### config.mk
export PLATFORM = sky130hd
export DESIGN_NAME = instr_decoder
export DESIGN_NICKNAME = d
export VERILOG_FILES = /design/src/logic/decode_pkg.sv /design/src/logic/instr_decoder.sv
export SDC_FILE = /design/constraint.sdc
export NUM_CORES = 1
export LEC_CHECK = 0
export BUFFER_PORTS_ARGS = -buffer_cell sky130_fd_sc_hd__buf_4
export CAP_MARGIN = 25
export CORE_MARGIN = 2
export CORE_UTILIZATION = 50
export CTS_CLUSTER_SIZE = 24
export DETAILED_ROUTE_END_ITERATION = 8
export HOLD_SLACK_MARGIN = 0.1
export PLACE_DENSITY = 0.71
export SKIP_CTS_REPAIR_TIMING = 1
export SYNTH_ARGS = -nofsm -noshare
export SYNTH_HDL_FRONTEND = slang
export SYNTH_SLANG_ARGS = --single-unit
### constraint.sdc
create_clock -name clk -period 11.85 [get_ports clk]
set_input_delay 1.7775 -clock clk [delete_from_list [all_inputs] [get_ports clk]]
set_output_delay 1.7775 -clock clk [all_outputs]
set_load 0.01 [all_outputs]
### src/logic/decode_pkg.sv
// Constants, state and carrier types for the instruction decoder
// Function
// [RQ1] Decode OR, XOR, AND byte ops; zero only
// [RQ2] Add and add-with-carry update all flags
// [RQ3] Subtract and subtract-with-borrow update all flags
// [RQ4] Rotate through carry; only carry changes
// [RQ5] Decrement/increment skip-if-zero take one or two cycles
// [RQ6] Bit ops: clear, set, test-skip clear/set
// [RQ7] Literal XOR, OR, add with their flags
// [RQ8] Load page latch from 7-bit literal
// [RQ9] Taken branch or skip adds NOP cycle
// [RQ10] Indirect access with pointer MSb adds cycle
// [RQ11] Call pushes PC plus one first
// [RQ12] Literal call loads PC low 11 bits
// [RQ13] Literal call upper PC from page latch
// [RQ14] Working-register call: PC from page and W
// [RQ15] Branch loads PC, pushes nothing, two cycles
// [RQ16] Watchdog clear zeroes counter, sets status bits
// [RQ17] Clear file writes zero, sets zero flag
// [RQ18] Clear working register, sets zero flag
// [RQ19] Complement routed by destination bit, zero flag
// [RQ20] Decrement routed by destination, zero flag only
// [RQ21] Decrement-skip on zero leaves flags unchanged
// [RQ22] Zero flag set on all-zero result
// [RQ23] Unknown opcodes are single-cycle no-operations
package decode_pkg;

	// ----------------------------------------
	// Opcode fields (bits 13:8), prefixes, bit-op codes, fixed opcodes, addresses and reset values
	// ----------------------------------------
	localparam logic [5:0] OP_ADD_WREG = 6'h07;
	localparam logic [5:0] OP_ADDC_WREG = 6'h3d;
	localparam logic [5:0] OP_SUB_WREG = 6'h02;
	localparam logic [5:0] OP_SUBB_WREG = 6'h3b;
	localparam logic [5:0] OP_AND_WREG = 6'h05;
	localparam logic [5:0] OP_OR_WREG = 6'h04;
	localparam logic [5:0] OP_XOR_WREG = 6'h06;
	localparam logic [5:0] OP_ROT_LEFT = 6'h0d;
	localparam logic [5:0] OP_ROT_RIGHT = 6'h0c;
	localparam logic [5:0] OP_DEC_SKIP = 6'h0b;
	localparam logic [5:0] OP_INC_SKIP = 6'h0f;
	localparam logic [5:0] OP_CLR = 6'h01;
	localparam logic [5:0] OP_COMPL = 6'h09;
	localparam logic [5:0] OP_DEC = 6'h03;
	localparam logic [5:0] OP_XOR_LIT = 6'h3a;
	localparam logic [5:0] OP_OR_LIT = 6'h38;
	localparam logic [5:0] OP_ADD_LIT = 6'h3e;
	localparam logic [5:0] OP_LOAD_PAGE = 6'h31;
	localparam logic [5:0] OP_MISC = 6'h00;
	localparam logic [1:0] PFX_BIT = 2'h1;
	localparam logic [1:0] PFX_JMP = 2'h2;
	localparam logic [1:0] BIT_CLR = 2'h0;
	localparam logic [1:0] BIT_SET = 2'h1;
	localparam logic [1:0] BIT_TSC = 2'h2;
	localparam logic [1:0] BIT_TSS = 2'h3;
	localparam logic [13:0] INSTR_WREG_CALL = 14'h000a;
	localparam logic [13:0] INSTR_WDT_CLEAR = 14'h0064;
	localparam logic [6:0] ADDR_IND0 = 7'h00;
	localparam logic [6:0] ADDR_IND1 = 7'h01;
	localparam logic [14:0] PC_RST = 15'h0000;
	localparam logic [7:0] W_RST = 8'h00;
	localparam logic [6:0] PAGE_RST = 7'h00;

	typedef enum logic [1:0] {ST_FETCH, ST_EXEC, ST_WAIT} state_e;

	typedef struct packed {
		state_e st;
		logic [13:0] instr;
		logic [14:0] pc;
		logic [7:0] wreg;
		logic [6:0] page;
		logic c;
		logic dcarry;
		logic z;
		logic to;
		logic pdown;
		logic [1:0] extra;
		logic ready;
		logic [6:0] faddr;
		logic [7:0] fwdata;
		logic fwe;
		logic push;
		logic [14:0] push_addr;
		logic wdt_clr;
	} core_s;

	localparam core_s CORE_RST = '{st: ST_FETCH, pc: PC_RST, wreg: W_RST, page: PAGE_RST,
		ready: 1'b1, to: 1'b1, pdown: 1'b1, default: '0};

endpackage

### src/logic/instr_decoder.sv
// Instruction decoder and execution control for the 8-bit core
`timescale 1ns/1ps
`default_nettype none
module instr_decoder import decode_pkg::*; (
	input wire logic clk, // Core clock, 100 MHz
	input wire logic rst, // Synchronous reset, high
	input wire logic [13:0] instr_word, // Opcode from program memory
	input wire logic instr_valid, // Opcode present
	output logic instr_ready, // Decoder takes an opcode
	output logic [14:0] pc_out, // Program counter
	input wire logic [7:0] file_rdata, // Data of file_addr register
	input wire logic [1:0] ptr_msb, // Pointer MSbs for the two indirect registers
	output logic [6:0] file_addr, // File register address
	output logic [7:0] file_wdata, // File write data
	output logic file_we, // File write pulse
	output logic push_valid, // Return stack push pulse
	output logic [14:0] push_addr, // Return address pushed
	output logic [7:0] wreg_out, // Working register
	output logic [6:0] page_out, // Page latch
	output logic carry, // Carry flag
	output logic digit_carry_flag, // Digit carry flag
	output logic zero, // Zero flag
	output logic timeout_status, // Time-out status
	output logic powerdown_status, // Power-down status
	output logic wdt_clear // Watchdog and prescaler clear pulse
);

	// ----------------------------------------
	// Helpers
	// ----------------------------------------
	// Returns {carry, digit carry, sum}
	function automatic logic [9:0] add8(input logic [7:0] a, input logic [7:0] b,
		input logic cin);
		logic [4:0] lo;
		logic [8:0] s;
		lo = {1'b0, a[3:0]} + {1'b0, b[3:0]} + {4'h0, cin};
		s = {1'b0, a} + {1'b0, b} + {8'h00, cin};
		return {s[8], lo[4], s[7:0]};
	endfunction

	core_s s_r;
	core_s s_nxt;
	logic [5:0] op;
	logic dsel;
	assign op = s_r.instr[13:8];
	assign dsel = s_r.instr[7];

	// ----------------------------------------
	// Next state
	// ----------------------------------------
	always_comb begin
		logic [9:0] sum;
		logic [7:0] res;
		logic [7:0] bmask;
		logic route;
		logic zupd;
		logic jump;
		logic skip;
		logic fileop;
		logic ind;
		logic [14:0] target;
		sum = 10'h000;
		res = 8'h00;
		bmask = 8'h01 << s_r.instr[9:7];
		route = 1'b0;
		zupd = 1'b0;
		jump = 1'b0;
		skip = 1'b0;
		fileop = 1'b0;
		ind = 1'b0;
		target = s_r.pc;
		s_nxt = s_r;
		s_nxt.fwe = 1'b0;
		s_nxt.push = 1'b0;
		s_nxt.wdt_clr = 1'b0;
		case (s_r.st)
			ST_FETCH: begin
				if (instr_valid) begin
					s_nxt.instr = instr_word;
					s_nxt.faddr = instr_word[6:0];
					s_nxt.ready = 1'b0;
					s_nxt.st = ST_EXEC;
				end
			end
			ST_EXEC: begin
				if (s_r.instr[13:12] == PFX_BIT) begin
					fileop = 1'b1;
					case (s_r.instr[11:10])
						BIT_CLR: begin
							s_nxt.fwe = 1'b1; // RQ6
							s_nxt.fwdata = file_rdata & ~bmask;
						end
						BIT_SET: begin
							s_nxt.fwe = 1'b1; // RQ6
							s_nxt.fwdata = file_rdata | bmask;
						end
						BIT_TSC: skip = ((file_rdata & bmask) == 8'h00); // RQ6
						default: skip = ((file_rdata & bmask) != 8'h00); // RQ6
					endcase
				end else if (s_r.instr[13:12] == PFX_JMP) begin
					// RQ12 RQ13 RQ15
					target = {s_r.page[6:3], s_r.instr[10:0]};
					jump = 1'b1;
					if (!s_r.instr[11]) begin
						s_nxt.push = 1'b1; // RQ11
						s_nxt.push_addr = s_r.pc + 15'h0001;
					end
				end else begin
					case (op)
						OP_ADD_WREG, OP_ADDC_WREG: begin
							fileop = 1'b1;
							sum = add8(s_r.wreg, file_rdata, (op == OP_ADDC_WREG) & s_r.c); // RQ2
						end
						OP_SUB_WREG, OP_SUBB_WREG: begin
							fileop = 1'b1;
							// Carry reads as not-borrow
							sum = add8(file_rdata, ~s_r.wreg, (op == OP_SUB_WREG) | s_r.c); // RQ3
						end
						OP_AND_WREG, OP_OR_WREG, OP_XOR_WREG: begin
							fileop = 1'b1;
							route = 1'b1;
							zupd = 1'b1; // RQ1
							res = (op == OP_AND_WREG) ? (s_r.wreg & file_rdata) :
								(op == OP_OR_WREG) ? (s_r.wreg | file_rdata) :
								(s_r.wreg ^ file_rdata);
						end
						OP_ROT_LEFT: begin
							fileop = 1'b1;
							route = 1'b1;
							res = {file_rdata[6:0], s_r.c}; // RQ4
							s_nxt.c = file_rdata[7];
						end
						OP_ROT_RIGHT: begin
							fileop = 1'b1;
							route = 1'b1;
							res = {s_r.c, file_rdata[7:1]}; // RQ4
							s_nxt.c = file_rdata[0];
						end
						OP_DEC_SKIP, OP_INC_SKIP: begin
							fileop = 1'b1;
							route = 1'b1;
							res = (op == OP_DEC_SKIP) ? file_rdata - 8'h01 : file_rdata + 8'h01;
							skip = (res == 8'h00); // RQ5 RQ21
						end
						OP_COMPL, OP_DEC: begin
							fileop = 1'b1;
							route = 1'b1;
							zupd = 1'b1;
							res = (op == OP_COMPL) ? ~file_rdata : file_rdata - 8'h01; // RQ19 RQ20
						end
						OP_CLR: begin
							if (dsel) begin
								fileop = 1'b1;
								s_nxt.fwe = 1'b1; // RQ17
								s_nxt.fwdata = 8'h00;
								s_nxt.z = 1'b1;
							end else if (s_r.instr[6:2] == 5'h00) begin
								s_nxt.wreg = 8'h00; // RQ18
								s_nxt.z = 1'b1;
							end
						end
						OP_XOR_LIT, OP_OR_LIT: begin
							zupd = 1'b1; // RQ7
							res = (op == OP_XOR_LIT) ? (s_r.wreg ^ s_r.instr[7:0]) :
								(s_r.wreg | s_r.instr[7:0]);
							s_nxt.wreg = res;
						end
						OP_ADD_LIT: sum = add8(s_r.wreg, s_r.instr[7:0], 1'b0); // RQ7
						OP_LOAD_PAGE: begin
							if (dsel) begin
								s_nxt.page = s_r.instr[6:0]; // RQ8
							end
						end
						OP_MISC: begin
							if (s_r.instr == INSTR_WREG_CALL) begin
								target = {s_r.page, s_r.wreg}; // RQ14
								jump = 1'b1;
								s_nxt.push = 1'b1; // RQ11
								s_nxt.push_addr = s_r.pc + 15'h0001;
							end else if (s_r.instr == INSTR_WDT_CLEAR) begin
								s_nxt.wdt_clr = 1'b1; // RQ16
								s_nxt.to = 1'b1;
								s_nxt.pdown = 1'b1;
							end
						end
						default: ; // RQ23
					endcase
					// Arithmetic forms share one flag path
					if (op == OP_ADD_WREG || op == OP_ADDC_WREG || op == OP_SUB_WREG ||
						op == OP_SUBB_WREG || op == OP_ADD_LIT) begin
						res = sum[7:0];
						route = (op != OP_ADD_LIT);
						s_nxt.c = sum[9];
						s_nxt.dcarry = sum[8];
						zupd = 1'b1;
						if (op == OP_ADD_LIT) begin
							s_nxt.wreg = res;
						end
					end
				end
				if (route) begin
					if (dsel) begin
						s_nxt.fwe = 1'b1;
						s_nxt.fwdata = res;
					end else begin
						s_nxt.wreg = res;
					end
				end
				if (zupd) begin
					s_nxt.z = (res == 8'h00); // RQ22
				end
				// The extra cycle only applies when the pointer MSb is set
				ind = fileop && (s_r.faddr == ADDR_IND0 || s_r.faddr == ADDR_IND1) &&
					ptr_msb[s_r.faddr[0]]; // RQ10
				s_nxt.pc = jump ? target : s_r.pc + (skip ? 15'h0002 : 15'h0001);
				s_nxt.extra = {1'b0, jump | skip} + {1'b0, ind}; // RQ9
				if (jump || skip || ind) begin
					s_nxt.st = ST_WAIT;
				end else begin
					s_nxt.st = ST_FETCH;
					s_nxt.ready = 1'b1;
				end
			end
			ST_WAIT: begin
				// Stands in for the discarded or delayed instruction
				s_nxt.extra = s_r.extra - 2'h1;
				if (s_r.extra == 2'h1) begin
					s_nxt.st = ST_FETCH;
					s_nxt.ready = 1'b1;
				end
			end
			default: s_nxt = CORE_RST;
		endcase
	end

	always_ff @(posedge clk) begin
		if (rst) begin
			s_r <= CORE_RST;
		end else begin
			s_r <= s_nxt;
		end
	end

	assign instr_ready = s_r.ready;
	assign pc_out = s_r.pc;
	assign file_addr = s_r.faddr;
	assign file_wdata = s_r.fwdata;
	assign file_we = s_r.fwe;
	assign push_valid = s_r.push;
	assign push_addr = s_r.push_addr;
	assign wreg_out = s_r.wreg;
	assign page_out = s_r.page;
	assign carry = s_r.c;
	assign digit_carry_flag = s_r.dcarry;
	assign zero = s_r.z;
	assign timeout_status = s_r.to;
	assign powerdown_status = s_r.pdown;
	assign wdt_clear = s_r.wdt_clr;

	logic ex;
	assign ex = (s_r.st == ST_EXEC);
endmodule
`default_nettype wire

# --- Yosys cells after proc, flatten, opt, wreduce, memory -nomap -nowiden ---
# Index checks and enable logic that the tools add are counted.
totals:
  register_bits: 87
  latchBits: 0
  ram_bits: 0
  romBits: 0
  output_inout_bits: 69
  elab_cells: 235
  mem_count: 0
op_classes:
  n_addsub: 16
  n_mul: 0
  div_mod_pow: 0
  n_lt_le_gt_ge: 1
  n_eq_ne: 51
  shifts: 1
  mux: 92
  n_bitwise: 16
  n_reduce_logical: 40
op_table:
  columns: ["op", "count"]
  rows:
  - ["8-bit two-way mux", 16]
  - ["15-bit two-way mux", 5]
  - ["35-bit one-hot mux with 2 select lines", 1]
  - ["16-bit two-way mux", 4]
  - ["9-bit two-way mux", 6]
  - ["26-bit one-hot mux with 2 select lines", 1]
  - ["8-bit one-hot mux with 6 select lines", 1]
  - ["20-bit two-way mux", 2]
  - ["6-bit == test, second input constant", 6]
  - ["1-bit two-way mux", 34]
  - ["17-bit two-way mux", 2]
  - ["6-bit by 4-bit == test with 1-bit output, second input constant", 5]
  - ["10-bit one-hot mux with 3 select lines", 1]
  - ["14-bit one-hot mux with 2 select lines", 1]
  - ["8-bit by 8-bit adder with 9-bit output", 3]
  - ["8-bit bitwise AND", 3]
  - ["6-bit by 3-bit == test with 1-bit output, second input constant", 4]
  - ["8-bit zero test", 3]
  - ["8-bit inverter", 3]
  - ["8-bit bitwise OR", 3]
  - ["9-bit by 1-bit adder with 9-bit output", 2]
  - ["9-bit one-hot mux with 2 select lines", 1]
  - ["8-bit one-hot mux with 2 select lines", 1]
  - ["2-bit OR reduction", 8]
  - ["53 further kinds", 101]

# --- Logic depth before layout (Yosys ltp) ---
logic_depth:
  ltp_word: 12
  depth_mapped: 20
  ltp_nobuf: 19

# --- Least setup slack after synthesis ---
# Ideal clock, no wire load.
synth_path:
  path_kind: "in2reg"
  start: "input file_rdata[0]"
  end: "register s_r, in the netlist pc_out[12]"
  setup_ns: 0.128
  t_arrival_ns: 5.445
  setup_slack_ns: 6.277
  cell_stages: 19
  path_buffers: 1
  path_cell_list: "clkbuf_1 -> inv_1 -> ha_1 -> or3b_4 -> or3_4 -> o21ai_2 -> xnor2_1 -> nor4_1 -> a31oi_1 -> ha_1 -> inv_1 -> fa_1 -> nor3_1 -> nand3_1 -> nor2_1 -> xnor2_1 -> o21ai_0 -> a22oi_1 -> nor2_1"
synth_between:
  elab_chain_cells: 11
  word_cells_on_any_way: 16
  classes_between: "add/sub: 3; mux: 9; bitwise: 1; reduce/logical: 3"
synth_rtl:
  columns: ["element", "line", "rtl"]
  rows:
  - ["start, declared", "instr_decoder.sv:11", "input wire logic [7:0] file_rdata,"]
  - ["8-bit by 1-bit adder with 8-bit output or 8-bit by 1-bit subtractor with 8-bit output (tied branches)", "instr_decoder.sv:142", "res = (op == OP_DEC_SKIP) ? file_rdata - 8'h01 : file_rdata + 8'h01;"]
  - ["8-bit two-way mux", "instr_decoder.sv:142", null]
  - ["8-bit zero test", "instr_decoder.sv:143", "skip = (res == 8'h00);"]
  - ["1-bit two-way mux", "instr_decoder.sv:109", "case (op)"]
  - ["1-bit two-way mux", "instr_decoder.sv:100", "end else if (s_r.instr[13:12] == PFX_JMP) begin"]
  - ["1-bit two-way mux *", "instr_decoder.sv:86", "if (s_r.instr[13:12] == PFX_BIT) begin"]
  - ["1-bit two-way mux *", "instr_decoder.sv:76", "case (s_r.st)"]
  - ["2-bit two-way mux *", "instr_decoder.sv:215", "s_nxt.pc = jump ? target : s_r.pc + (skip ? 15'h0002 : 15'h0001);"]
  - ["15-bit by 2-bit adder with 15-bit output *", "instr_decoder.sv:215", null]
  - ["15-bit two-way mux *", "instr_decoder.sv:215", null]
  - ["35-bit one-hot mux with 2 select lines *", "instr_decoder.sv:76", null]
  - ["end signal, assigned", "instr_decoder.sv:240", "s_r <= s_nxt;"]
  - ["end, declared", "instr_decoder.sv:41", "core_s s_r;"]
# Every way passes the cells marked *; elsewhere a longest branch is shown, timed or not. The select of a mux whose other input is x is not followed.
# A chain may end at the register's enable or synchronous reset.

# --- Worst setup path in the final report ---
layout_path:
  start: "input file_rdata[1]"
  end: "register s_r, in the netlist pc_out[12]"
# The elaborated chain is that of the path after synthesis.

==> flow_metrics.tcl <==
set metrics [dict create \
    status "finished clean" \
    r2r_start "op[5]" \
    ys_seq_elements 79 \
    worstRegToRegCells 19 \
    post-route-drc-count 0 \
    worst-path-buf-inv 3 \
    wl_mm 27.39 \
    ctsHtreeMaxLevel 3 \
    pin_count 96 \
    synth_edf_count 0 \
    core_area_um2 15710 \
    hold_viol_final 0 \
    dp_slack_ns 5.672 \
    grt_overflow 0 \
    skew_ns 0.01190 \
    ys_top_cells_by_area "dfxtp_1 20%, ha_1 8.8%, buf_4 5.8%, nand2_1 5.4%, a21oi_1 5.2%" \
    maxSlewHeadroom_pct 25.37 \
    async_reset_ff_share_pct 0 \
    critical_path.top_delay_family "simple AND/OR/NAND/NOR gates" \
    dpl_cell_area_um2 8283 \
    grtUsageMet3_pct 7.790 \
    first_pass_iters 6 \
    avgSynthCellArea_um2 7.329 \
    rows 46 \
    initial_core_util_pct 50.65 \
    cts-root-buf "clkbuf_16" \
    yosysUniqueCellTypes 83 \
    grt_max_degree 63 \
    place.gp.congestion 0.9553 \
    yosys_most_used_dff "dfxtp_1" \
    power_density_nw_per_um2 100.0 \
    vias_per_cell 6.388 \
    r2r_slack_ns 7.08 \
    worstHoldEndpoint "file_wdata[5]" \
    use_met2_pct 47.09 \
    endpoint_kind "flip-flop" \
    num_vias 8240 \
    seq_area_frac_synth_pct 19.87 \
    timing.rr.end "pc_out[12]" \
    max_stage_delay_ns 0.54 \
    antenna_found_initial 0 \
    syn_area_um2 7959 \
    peakVddDrop_uv 71.44 \
    die_x_um 130.2 \
    syn_nets 1175 \
    dp_hpwl_mm 19.99 \
    layout-drive-gt1-share_pct 13.78 \
    track_usage_pct 32.27 \
    grt_use_met1_pct 46.19 \
    wl_per_cell_um 21.23 \
    path_clk_slew_ns 0.06 \
    clk_path_buf_depth 2 \
    die-area_um2 16940 \
    tns_ns 0 \
    fmax_ghz 0.1702 \
    timing.final.ws_setup_ns 5.975 \
    fin_hold_ws_ns 0.4734 \
    crit_chain "buf_4, inv_1, ha_1, or3b_4, or3_4, o21ai_2, xnor2_1, nor4_1, a31oi_1, ha_1, inv_1, fa_1, nor3_1, nand3_1, nor2_1, xnor2_1, o21ai_0, a22oi_1, nor2_1" \
    rsz0062_at_grt "false" \
    setup_violations 0 \
    p_leak_nw 3.287 \
    synth_top_area_share_pct 19.87 \
    min-delay-start "file_wdata[5]" \
    finalPower_uw 862.1 \
    stdcell_area_um2 8618 \
    crit_fanout 14 \
    cp_data_arrival_time_ns 6.08 \
    holdPathStages 2 \
    yosysMostFrequentCell "nand2_1" \
    post-route-period-util_pct 49.58 \
    cp.required_ns 12.05 \
    hp-class "flip-flop to flip-flop" \
    grt-busiest-layer "met2" \
    fin_crit_ns 5.875 \
    tightest_slew_ns 1.119 \
    finalMaxSlewViolations 0 \
    cap_viol_max_count 0 \
    grt_pass1_vias 7390 \
    insertion_delay_ns 0.35 \
    dp_cells 1275 \
    die_h_um 130.2 \
    path_class "primary input to flip-flop" \
    crit_path_top_delay_cell "a31oi_1" \
    cp-start-kind "primary input" \
    cts.sinks 79 \
    synthTopCellsByCount "115 x nand2_1, 91 x nor2_1, 82 x a21oi_1" \
    ant_nets 0 \
    yosysTopAreaCell "dfxtp_1" \
    port_buffers 95 \
    drtIter0Drc 902 \
    yosys_warnings 0 \
    n_antenna_cell 0 \
    grt_pass1_wl_mm 42.32 \
    cts_tree "yes" \
    syn-instance-count 1086 \
    final_nets 1159 \
    cts_buffers 9 \
    final_util_pct 54.85 \
    area_growth_pct 8.285 \
    fin_cells 1290 \
]
[power by group]
group          total [mW]  internal, mW  switching, mW
logic               0.249        0.0843          0.165
clock network       0.323         0.206          0.117
registers           0.290         0.276         0.0141
[registers in the layout (all words and copies together) (netlist names)]
register / flops
carry: 1
digit_carry_flag: 1
dsel: 1
file_wdata: 8
file_we: 1
instr_ready: 1
op: 6
page_out: 7
pc_out: 15
push_addr: 15
push_valid: 1
s_r: 11
timeout_status: 1
wdt_clear: 1
wreg_out: 8
zero: 1
[cell families (layout without fill, tap and decap cells)]
group                      count (synthesis)  in the layout  share of synthesized area [%]
adders and majority gates                 62             62                          10.31
DFF                                       79             79                          19.87
muxes                                     24             24                          3.537
AOI/OAI and AO/OA                        301            301                          25.88
and+or+nand+nor                          391            391                          24.05
buffers and inverters                    193            181                          12.39
xor gates and xnor gates                  36             36                          3.962
[how the worst max path moves through the flow]
| stage | slack [ns] | startpoint | cells past startpoint | end |
|---|---|---|---|---|
| 2_1_floorplan | 6.28 | file_rdata[0] | 19 | pc_out[12] |
| 3_3_place_gp | 5.83 | file_rdata[1] | 19 | pc_out[12] |
| 3_5_place_dp | 5.67 | file_rdata[1] | 19 | pc_out[12] |
| 4_1_cts | 6.02 | file_rdata[1] | 19 | pc_out[12] |
| 5_1_grt | 5.72 | file_rdata[1] | 19 | pc_out[12] |
| 6_report | 5.97 | file_rdata[1] | 19 | pc_out[12] |
[layout by cell type, fill, tap and decap left out, drive strengths merged, types with 7 or more instances in the layout]
| cell type | count |
|---|---|
| a211oi | 12 |
| a21o | 12 |
| a21oi | 83 |
| a221o | 12 |
| a221oi | 8 |
| a22oi | 18 |
| a31oi | 7 |
| a32oi | 8 |
| and2 | 7 |
| buf | 111 |
| clkbuf | 10 |
| dfxtp | 79 |
| ha | 56 |
| inv | 54 |
| mux2i | 18 |
| nand2 | 115 |
| nand2b | 12 |
| nand3 | 43 |
| nand4 | 21 |
| nor2 | 93 |
| nor2b | 19 |
| nor3 | 28 |
| nor4 | 15 |
| o211ai | 22 |
| o21ai | 52 |
| o22a | 10 |
| xnor2 | 25 |
| xor2 | 11 |
[area by class of cell]
class / instances / area (um2)
Sequential cell: 79 / 1582
Clock buffer: 10 / 229.0
Multi-Input combinational cell: 814 / 5391
Tap cell: 216 / 270.3
Timing Repair Buffer: 111 / 833.3
Inverter: 55 / 206.4
Fill cell: 1554 / 7094
Clock inverter: 5 / 106.4
[worst register-to-register path: cells and delay by family, from the launching register on]
family	cells	cell delay, ns
AOI/OAI and AO/OA	4	0.90
adders and majority gates	3	0.92
buffers and inverters	3	0.38
DFF	1	0.48
muxes	2	0.63
and+or+nand+nor	6	1.19
xor gates and xnor gates	1	0.13
[routing by layer]
metal  part of all wire (%)  vias up
li1                       -     3829
met5                      0        -
met3                     11       73
met2                     42      465
met4                    3.4        0
met1                     44     3873
No activity file was read; power rests on OpenSTA's default activity.
